$ cat config.mk
export PLATFORM = sky130hd
export DESIGN_NAME = lpi_intensity
export DESIGN_NICKNAME = d
export VERILOG_FILES = /design/src/lpi_pkg.sv /design/src/lpi_intensity.sv
export VERILOG_INCLUDE_DIRS = /design/src
export SDC_FILE = /design/constraint.sdc
export NUM_CORES = 1
export LEC_CHECK = 0
export ABC_CLOCK_PERIOD_IN_PS = 1800
export BUFFER_PORTS_ARGS = -buffer_cell sky130_fd_sc_hd__buf_4
export CAP_MARGIN = 0
export CORE_AREA = 5 5 89 83
export CTS_BUF_LIST = sky130_fd_sc_hd__clkbuf_2 sky130_fd_sc_hd__clkbuf_4 sky130_fd_sc_hd__clkbuf_8
export DETAILED_ROUTE_END_ITERATION = 10
export DIE_AREA = 0 0 94 88
export SLEW_MARGIN = 5
export SYNTH_ARGS = -nofsm -noshare
export SYNTH_HDL_FRONTEND = slang
export SYNTH_SLANG_ARGS = --single-unit
$ cat constraint.sdc
create_clock -name clk -period 1.8 [get_ports clk]
set_input_delay 0.09 -clock clk [delete_from_list [all_inputs] [get_ports clk]]
set_output_delay 0.09 -clock clk [all_outputs]
set_load 0.005 [all_outputs]
$ cat src/lpi_defs.svh
// constants for the led intensity register block
// assumes it is included by bare name from the package and the design
`ifndef LPI_DEFS_SVH
`define LPI_DEFS_SVH

// register addresses as seen on the internal register port
`define LPI_ADDR_MASTER   8'h0e
`define LPI_ADDR_PORT10   8'h10

// field positions (high nibble, low nibble)
`define LPI_HI_MSB        7
`define LPI_HI_LSB        4
`define LPI_LO_MSB        3
`define LPI_LO_LSB        0

// power-up value, leaves pwm disabled
`define LPI_RESET_LEVEL   4'h0
`define LPI_RESET_DATA    8'h00

// open-drain enable level while the pin is let go
`define LPI_PIN_RELEASED  1'b1

// special codes
`define LPI_MASTER_OFF    4'h0
`define LPI_CODE_STATIC   4'hf

// period structure: 16 sub-steps, each split into 15 master slots
`define LPI_SLOT_LAST     4'he
`define LPI_STEP_LAST     4'hf
`define LPI_CNT_ZERO      4'h0
`define LPI_CNT_ONE       4'h1

`endif

$ cat src/lpi_pkg.sv
// types shared by the led intensity register block
// assumes lpi_defs.svh is on the include path
`include "lpi_defs.svh"

package lpi_pkg;
  // one 4-bit intensity code
  typedef logic [3:0] lpi_level_type;
  // one register byte
  typedef logic [7:0] lpi_byte_type;
endpackage : lpi_pkg

$ cat src/lpi_intensity.sv
// led intensity registers and the pwm engine they steer
// assumes the serial front end presents single-cycle register strobes on clk
`include "lpi_defs.svh"

// Summary of operation
// - intensity register holds master level high nibble, ninth level low nibble.
// - reading intensity register returns master and ninth levels as last written.
// - master code zero: off, oscillator stopped, all outputs static.
// - master codes 1 to 15 give master duty of code over fifteen.
// - ninth-output codes 0 to 14 give duty of code plus one sixteenths.
// - ninth-output all-ones code is full duty, static, no modulation.
// - port register holds port one high nibble, port zero low nibble.
// - reading port register returns both stored port levels unchanged.
// - port one code n gives (n+1)/16 duty; all-ones is static.
// - port zero uses the same encoding as port one.
// - blink phase one inverts the low window; code f gives static levels.
module lpi_intensity
  import lpi_pkg::*;
(
  // clock and reset
  input  wire logic         clk,
  input  wire logic         rst,
  // register port from the serial front end
  input  wire logic         reg_wr,
  input  wire logic         reg_rd,
  input  wire logic [7:0]   reg_addr,
  input  wire logic [7:0]   reg_wdata,
  output logic      [7:0]   reg_rdata_r,
  // blink control from the blink-phase registers
  input  wire logic         blink_enable,
  input  wire logic         port_zero_phase,
  input  wire logic         port_one_phase,
  input  wire logic         ninth_phase,
  // open-drain outputs, enable low while pulling the pin low
  output logic              port_zero_output_oe_n_r,
  output logic              port_one_output_oe_n_r,
  output logic              ninth_output_oe_n_r
);

  // ----------------------------------------------------------------
  // register file
  // ----------------------------------------------------------------
  lpi_level_type master_level_r;
  lpi_level_type ninth_level_r;
  lpi_level_type port_one_level_r;
  lpi_level_type port_zero_level_r;
  lpi_byte_type  reg_rdata_nxt;

  // address decode
  wire logic hit_master = (reg_addr == `LPI_ADDR_MASTER);
  wire logic hit_port10 = (reg_addr == `LPI_ADDR_PORT10);
  wire logic wr_master  = reg_wr & hit_master;
  wire logic wr_port10  = reg_wr & hit_port10;

  // readback mux; unmapped addresses read zero
  assign reg_rdata_nxt = !reg_rd    ? reg_rdata_r :
                         hit_master ? {master_level_r, ninth_level_r} :
                         hit_port10 ? {port_one_level_r, port_zero_level_r} :
                                      `LPI_RESET_DATA;

  // master and ninth nibbles written together
  always_ff @(posedge clk) begin
    if (rst) begin
      master_level_r <= `LPI_RESET_LEVEL;
      ninth_level_r  <= `LPI_RESET_LEVEL;
    end else if (wr_master) begin
      master_level_r <= reg_wdata[`LPI_HI_MSB:`LPI_HI_LSB];
      ninth_level_r  <= reg_wdata[`LPI_LO_MSB:`LPI_LO_LSB];
    end
  end

  // port one and port zero nibbles written together
  always_ff @(posedge clk) begin
    if (rst) begin
      port_one_level_r  <= `LPI_RESET_LEVEL;
      port_zero_level_r <= `LPI_RESET_LEVEL;
    end else if (wr_port10) begin
      port_one_level_r  <= reg_wdata[`LPI_HI_MSB:`LPI_HI_LSB];
      port_zero_level_r <= reg_wdata[`LPI_LO_MSB:`LPI_LO_LSB];
    end
  end

  // read data registered, answers one cycle after the strobe
  always_ff @(posedge clk) begin
    if (rst) reg_rdata_r <= `LPI_RESET_DATA;
    else     reg_rdata_r <= reg_rdata_nxt;
  end

  // ----------------------------------------------------------------
  // shared period counter
  // ----------------------------------------------------------------
  // slot counts 0..14 inside each sub-step, step counts 0..15 per period
  lpi_level_type slot_r;
  lpi_level_type step_r;
  lpi_level_type slot_nxt;
  lpi_level_type step_nxt;

  wire logic osc_run   = (master_level_r != `LPI_MASTER_OFF);
  wire logic slot_wrap = (slot_r == `LPI_SLOT_LAST);

  // oscillator stopped and counter parked while master is off
  // single counter feeds every output so they stay in phase
  assign slot_nxt = !osc_run  ? `LPI_CNT_ZERO :
                    slot_wrap ? `LPI_CNT_ZERO : slot_r + `LPI_CNT_ONE;
  assign step_nxt = !osc_run  ? `LPI_CNT_ZERO :
                    slot_wrap ? step_r + `LPI_CNT_ONE : step_r;

  always_ff @(posedge clk) begin
    if (rst) begin
      slot_r <= `LPI_CNT_ZERO;
      step_r <= `LPI_CNT_ZERO;
    end else begin
      slot_r <= slot_nxt;
      step_r <= step_nxt;
    end
  end

  // master window: code out of fifteen slots is active
  wire logic master_win = (slot_r < master_level_r);

  // ----------------------------------------------------------------
  // per-output waveform
  // ----------------------------------------------------------------
  // index 0 port zero, 1 port one, 2 ninth output
  lpi_level_type level   [3];
  logic [2:0]    phase;
  logic [2:0]    sink_nxt;
  logic [2:0]    oe_n_r;

  assign level[0] = port_zero_level_r;
  assign level[1] = port_one_level_r;
  assign level[2] = ninth_level_r;
  assign phase    = {ninth_phase, port_one_phase, port_zero_phase};

  generate
    for (genvar g = 0; g < 3; g++) begin : g_out
      wire logic is_static = (level[g] == `LPI_CODE_STATIC);
      wire logic step_win  = (step_r <= level[g]);
      // step window gated by the master window
      wire logic pwm_low   = is_static | (step_win & master_win);
      // phase one inverts the low time while blinking
      wire logic invert    = blink_enable & phase[g];
      // master off leaves the pin released, static
      assign sink_nxt[g]   = osc_run & (pwm_low ^ invert);

      always_ff @(posedge clk) begin
        if (rst) oe_n_r[g] <= `LPI_PIN_RELEASED;
        else     oe_n_r[g] <= ~sink_nxt[g];
      end
    end
  endgenerate

  // registered pins, already flip-flop outputs
  assign port_zero_output_oe_n_r = oe_n_r[0];
  assign port_one_output_oe_n_r  = oe_n_r[1];
  assign ninth_output_oe_n_r     = oe_n_r[2];

  // ----------------------------------------------------------------
  // checks
  // ----------------------------------------------------------------
  wire logic inv0 = blink_enable & port_zero_phase;
  wire logic inv1 = blink_enable & port_one_phase;
  wire logic inv2 = blink_enable & ninth_phase;

  a_master_write_fields: assert property (@(posedge clk) disable iff (rst)
    wr_master |=> master_level_r == $past(reg_wdata[`LPI_HI_MSB:`LPI_HI_LSB])
                  && ninth_level_r == $past(reg_wdata[`LPI_LO_MSB:`LPI_LO_LSB]))
    else $error("intensity register write not stored");

  a_unmapped_read_zero: assert property (@(posedge clk) disable iff (rst)
    (reg_rd && !hit_master && !hit_port10) |=> reg_rdata_r == `LPI_RESET_DATA)
    else $error("unmapped register read not zero");

  a_master_read_back: assert property (@(posedge clk) disable iff (rst)
    (reg_rd && hit_master) |=> reg_rdata_r == {$past(master_level_r), $past(ninth_level_r)})
    else $error("intensity register readback wrong");

  a_port_write_read: assert property (@(posedge clk) disable iff (rst)
    (wr_port10 ##1 (reg_rd && hit_port10 && !reg_wr)) |=> reg_rdata_r == $past(reg_wdata, 2))
    else $error("port register readback wrong");

  a_osc_stopped: assert property (@(posedge clk) disable iff (rst)
    (master_level_r == `LPI_MASTER_OFF) |=> (slot_r == `LPI_CNT_ZERO && step_r == `LPI_CNT_ZERO
                                             && port_zero_output_oe_n_r
                                             && port_one_output_oe_n_r && ninth_output_oe_n_r))
    else $error("outputs or counter active with master off");

  a_slot_wrap_count: assert property (@(posedge clk) disable iff (rst)
    (osc_run && slot_r == `LPI_SLOT_LAST && $stable(master_level_r))
      |=> slot_r == `LPI_CNT_ZERO && step_r == $past(step_r) + `LPI_CNT_ONE)
    else $error("shared counter did not wrap correctly");

  a_port_zero_window: assert property (@(posedge clk) disable iff (rst)
    (osc_run && !inv0 && port_zero_level_r != `LPI_CODE_STATIC && step_r <= port_zero_level_r && master_win)
      |=> !port_zero_output_oe_n_r)
    else $error("port zero not sinking inside its window");

  a_blink_inverts_window: assert property (@(posedge clk) disable iff (rst)
    (osc_run && inv0 && port_zero_level_r != `LPI_CODE_STATIC && step_r <= port_zero_level_r && master_win)
      |=> port_zero_output_oe_n_r)
    else $error("port zero not released inside its window while inverted");

  a_master_gate_off: assert property (@(posedge clk) disable iff (rst)
    (osc_run && !inv0 && port_zero_level_r != `LPI_CODE_STATIC && !master_win) |=> port_zero_output_oe_n_r)
    else $error("port zero sinking outside master window");

  a_port_one_static: assert property (@(posedge clk) disable iff (rst)
    (osc_run && !inv1 && port_one_level_r == `LPI_CODE_STATIC) |=> !port_one_output_oe_n_r)
    else $error("port one not static at full code");

  a_port_one_past_window: assert property (@(posedge clk) disable iff (rst)
    (osc_run && !inv1 && port_one_level_r != `LPI_CODE_STATIC && step_r > port_one_level_r) |=> port_one_output_oe_n_r)
    else $error("port one sinking after its window");

  a_ninth_static_low: assert property (@(posedge clk) disable iff (rst)
    (osc_run && !inv2 && ninth_level_r == `LPI_CODE_STATIC) [*2] |=> !ninth_output_oe_n_r [*1])
    else $error("ninth output not static at full code");

  a_ninth_past_window: assert property (@(posedge clk) disable iff (rst)
    (osc_run && !inv2 && ninth_level_r != `LPI_CODE_STATIC && step_r > ninth_level_r) |=> ninth_output_oe_n_r)
    else $error("ninth output sinking after its window");

endmodule : lpi_intensity

Word level (Yosys, flattened, before mapping)
Cells that the tools add are included.
{ "totals": {"regBits": 35, "input_bits": 24, "out_inout_bits": 11, "wordCells": 48} }
{ "classes": {"n_addsub": 2, "n_lt_le_gt_ge": 4, "eq_ne": 6, "muxes": 2, "bitwise": 21, "n_reduce_logical": 3} }
{ "op_table": {"columns": ["operator", "count"], "rows": [
  ["$eq A4 B4 Y1 const B", 4],
  ["$mux W8", 2],
  ["$le A4 B4 Y1", 3],
  ["$and A1 B1 Y1", 11],
  ["$add A4 B1 Y4 const B", 2],
  ["$eq A8 B4 Y1 const B", 1],
  ["$eq A8 B5 Y1 const B", 1],
  ["$lt A4 B4 Y1", 1],
  ["$not A1 Y1", 4],
  ["$reduce_bool A4 Y1", 1],
  ["$or A1 B1 Y1", 3],
  ["$reduce_or A3 Y1", 1],
  ["$xor A1 B1 Y1", 3],
  ["$reduce_or A2 Y1", 1]
]} }

Logic depth before layout (Yosys ltp)
{ "logic_depth": {"ltp_word": 6, "ltp_mapped": 7, "ltp_nobuf": 7} }

Worst setup path before layout
Ideal clock, no wire load.
{ "synth_path": {"path_type": "reg-to-reg", "startpoint": "register master_level_r[2]", "endpoint": "register oe_n_r[0], in the netlist port_zero_output_oe_n_r", "setup_ns": 0.072, "t_arrival_ns": 1.463, "required_ns": 1.728, "path_slack_ns": 0.265, "stages_incl_launch_ff": 8, "n_path_buf": 0, "period_less_slack_ns": 1.535, "path_cell_list": "dfxtp_1 inv_1 ha_1 or2_2 a21oi_1 a21oi_1 a21oi_1 mux2i_1"} }
{ "synth_via": {"elab_chain_len": 6, "elab_cells_between_ends": 7, "cone_classes": "order compare (1); bitwise (5); reduce/logical (1)"} }
{ "synth_rtl": {"columns": ["element", "line_no", "text"], "rows": [
  ["start, declared", "lpi_intensity.sv:43", "lpi_level_type master_level_r;"],
  ["start signal, assigned", "lpi_intensity.sv:64", "master_level_r <= `LPI_RESET_LEVEL;"],
  ["start signal, assigned", "lpi_intensity.sv:67", "master_level_r <= reg_wdata[`LPI_HI_MSB:`LPI_HI_LSB];"],
  ["$lt A4 B4 Y1", "lpi_intensity.sv:119", "wire logic master_win = (slot_r < master_level_r);"],
  ["$and A1 B1 Y1", "lpi_intensity.sv:140", "wire logic pwm_low = is_static | (step_win & master_win);"],
  ["$or A1 B1 Y1", "lpi_intensity.sv:140", null],
  ["$xor A1 B1 Y1", "lpi_intensity.sv:144", "assign sink_nxt[g] = osc_run & (pwm_low ^ invert);"],
  ["$and A1 B1 Y1 (*)", "lpi_intensity.sv:144", null],
  ["$not A1 Y1 (*)", "lpi_intensity.sv:148", "else oe_n_r[g] <= ~sink_nxt[g];"],
  ["end signal, assigned by index", "lpi_intensity.sv:147", "if (rst) oe_n_r[g] <= `LPI_PIN_RELEASED;"],
  ["end signal, assigned by index", "lpi_intensity.sv:148", null],
  ["end, declared", "lpi_intensity.sv:128", "logic [2:0] oe_n_r;"]
]} }
Every way passes the cells marked *; elsewhere a longest branch is shown, timed or not.
A chain may end at the register's enable or synchronous reset.

Worst setup path in the final report
Ends and elaborated chain as after synthesis.

==> impl_metrics.yaml <==
status:
  status: "finished, final reports clean"
clock_network:
  postCtsSetupRepairBufs: 0
  clock-sinks: 35
  cts_tree: "done"
  htree_levels: 2
  cts_buffers: 5
  cts_root_buffer: "clkbuf_8"
  clk_path_buf_depth: 2
  insertion_delay_ns: 0.29
  cts_hold_buf: 0
  cts_resized: 0
  path_clk_slew_ns: 0.08
timing:
  finalSetupViolCount: 0
  fin_worst_hold_slack_ns: 0.03619
  min_period_ns: 1.675
  hold_viol_final: 0
  drv_slew: 0
  rsz0062_at_grt: "no"
  maxSlewHeadroom_pct: 70.89
  tightest_slew_ns: 0.4310
  timing.fmax_ghz: 0.5971
  skew_ns: 0.006455
  fin_crit_sh_pct: 93.05
  setup_slack_ns: 0.1252
  setup-tns-final_ns: 0
grt:
  grt_util_all_layers_pct: 11.12
  use_met1_pct: 14.72
  grtUsageMet2_pct: 17.28
  grt_pass1_vias: 1506
  met3_usage_pct: 3.265
  grt_max_degree: 27
  grt_pass1_wl_um: 7196
  antenna_found_initial: 0
  busiest_layer: "met2"
  grt-ovfl-total: 0
hold_path:
  hold_start: "reg_wdata[4]"
  hold_depth: 3
  min_to: "master_level_r[0]"
  min_path_type: "in -> reg"
critical_path:
  r2r-start: "master_level_r[2]"
  critPathMaxStageDelay_ns: 0.35
  critPathMaxFanout: 3
  r2r_setup_slack_ns: 0.13
  start_kind: "flop"
  worst_ep_required_time_ns: 2.02
  crit_arrival_ns: 1.90
  critPathCaptureType: "flop"
  cp_slowest_cell: "dfxtp_1"
  cpLargestDelayFamily: "compound AO/OA/AOI/OAI gates"
  cp_cell_sequence: "inv_1 -> ha_1 -> or2_2 -> a21oi_1 -> a21oi_1 -> a21oi_1 -> mux2i_1"
  path_class: "reg -> reg"
  reg2reg_depth: 7
  path_buf_inv: 1
  crit_cells: 7
  path_common_cell: "a21oi_1"
  r2r-end: "port_zero_output_oe_n_r"
floorplanning:
  initial_core_util_pct: 28.65
  rows: 28
  coreArea_um2: 6376
  die_area_um2: 8272
  io_pins: 35
  dieWidth_um: 94
  die_h_um: 88
synthesis:
  synthMuxAreaShare_pct: 10.96
  synth_top_family_by_area: "simple AND/OR/NAND/NOR gates"
  synth_cell_types: 28
  synthSimpleGateAreaFrac_pct: 19.86
  seq_area_frac_synth_pct: 38.36
  yosysWarnings: 0
  syn_inst: 203
  synthAdderAreaFrac_pct: 12.33
  ys_seq_elements: 35
  synth_fp_nets: 245
  synth_xor_area_share_pct: 1.918
  synth_compound_area_share_pct: 12.40
  postSynthAreaPerCell_um2: 8.999
  synth_area_um2: 1827
cells_and_area:
  fill_cells: 683
  antennaDiodeCount: 0
  drive_above_1_share_pct: 20.25
  syn2layout_area_growth_pct: 27.12
  final_nets: 283
detailed_routing:
  drtAntennaViolNets: 0
  via_count: 1534
  drt-pass1-iter-count: 4
  wl_um: 4201
  avgRoutedWirePerCell_um: 12.65
  dr.first_iter.drc_count: 60
  via_per_inst: 4.620
  drc_errors: 0
placed_design:
  hpwl_um: 3158
  finalWeightedCongestion: 0.7664
  numPortBuffers: 34
  post-place-ws_ns: 0.1641
pwr:
  leakage_nw: 1.003
  vdd_drop_max_v: 0.0003580
  power_density_nw_per_um2: 739.4
  p_total_w: 0.001717
flow_run:
  drv_cap: 0
==> how the worst max path moves through the flow <==
stage | from | endpoint | slack [ns]
detailed placement | master_level_r[2] | port_zero_output_oe_n_r | 0.16
finish | master_level_r[2] | port_zero_output_oe_n_r | 0.13
floorplan | master_level_r[2] | port_zero_output_oe_n_r | 0.27
global placement | master_level_r[2] | port_zero_output_oe_n_r | 0.18
global route | master_level_r[2] | port_one_output_oe_n_r | 0.009
CTS | master_level_r[2] | port_zero_output_oe_n_r | 0.11
==> cell type report <==
type / count / area (µm²) / area share (%)
Clock buffer: 5 / 68.82 / 2.963
Clock inverter: 3 / 67.56 / 2.909
Inverter: 16 / 60.06 / 2.586
Multi-Input combinational cell: 148 / 1050 / 45.20
Sequential cell: 35 / 700.7 / 30.17
Tap cell: 90 / 112.6 / 4.849
Timing Repair Buffer: 35 / 262.8 / 11.31
==> power by group <==
part	switching (W)	total, W	internal [W]
clock network	0.000313	0.000866	0.000553
registers	0.000000556	0.000775	0.000774
logic	0.0000367	0.0000769	0.0000402
total	0.000350	0.00172	0.00137
==> per-stage QoR <==
step | area, µm² | utilization [%] | std cells
2_1_floorplan | 1827 | - | 203
3_3_place_gp | 2186 | 34.28 | 324
3_5_place_dp | 2186 | 34.28 | 324
4_1_cts | 2322 | 36.42 | 332
5_1_grt | 2322 | 36.42 | 332
6_report | 2322 | 36.42 | 332
==> worst register-to-register path, cell delays in order, from the launching register on <==
cell and delay, ns:
dfxtp_1 0.35, inv_1 0.07, ha_1 0.28, or2_2 0.28
a21oi_1 0.15, a21oi_1 0.09, a21oi_1 0.18, mux2i_1 0.20
==> metal layers <==
layer | vias up | wire (µm)
li1 | 792 | -
met1 | 712 | 2034
met2 | 25 | 1937
met3 | 5 | 184
met4 | 0 | 45
met5 | - | 0
==> cells by family after synthesis <==
logic type,count (synthesis)
AOI/OAI and AO/OA,38
xor gates and xnor gates,4
adders and majority gates,18
buffers and inverters,20
DFF,35
muxes,20
and+or+nand+nor,68
==> synthesized netlist by cell type <==
cell type,n,area (µm²)
a21oi_1,23,115.1
a22oi_1,8,60.06
a41o_1,1,10.01
a41oi_1,1,8.760
and3_1,3,18.77
and4b_2,1,11.26
buf_2,1,5.000
clkbuf_1,3,11.26
dfxtp_1,35,700.7
ha_1,18,225.2
inv_1,16,60.06
mux2i_1,20,200.2
nand2_1,5,18.77
nand3_1,3,15.01
nand3_2,1,10.01
nand3_4,1,17.52
nand4_1,7,43.79
nor2_1,39,146.4
nor2b_1,3,18.77
nor3_1,1,5.000
nor4_4,1,21.27
nor4b_4,1,23.77
o211ai_1,3,22.52
o21ai_0,2,10.01
or2_2,1,6.260
or3_1,1,6.260
xnor2_1,2,17.52
xor2_1,2,17.52
==> sequential cells by signal, summed over array words and instances (netlist names) <==
signal / flops
master_level_r: 4
ninth_level_r: 4
ninth_output_oe_n_r: 1
port_one_level_r: 4
port_one_output_oe_n_r: 1
port_zero_level_r: 4
port_zero_output_oe_n_r: 1
reg_rdata_r: 8
slot_r: 4
step_r: 4
==> cells in the final DEF (no fill, tap or decap) <==
master      netlist  layout
nand3_4           1       1
and3_1            3       3
clkbuf_8          0       5
nand2_1           5       5
clkinvlp_4        0       1
ha_1             18      18
nor2_1           39      39
a41o_1            1       1
nand4_1           7       7
a22oi_1           8       8
or3_1             1       1
o21ai_0           2       2
bufinv_16         0       2
nand3_1           3       3
nor2b_1           3       3
nor4_4            1       1
or2_2             1       1
a41oi_1           1       1
buf_4             0      35
mux2i_1          20      20
inv_1            16      16
xor2_1            2       2
o211ai_1          3       3
nand3_2           1       1
nor4b_4           1       1
a21oi_1          23      23
nor3_1            1       1
xnor2_1           2       2
and4b_2           1       1
dfxtp_1          35      35
Power figures use the tool's default switching activity.
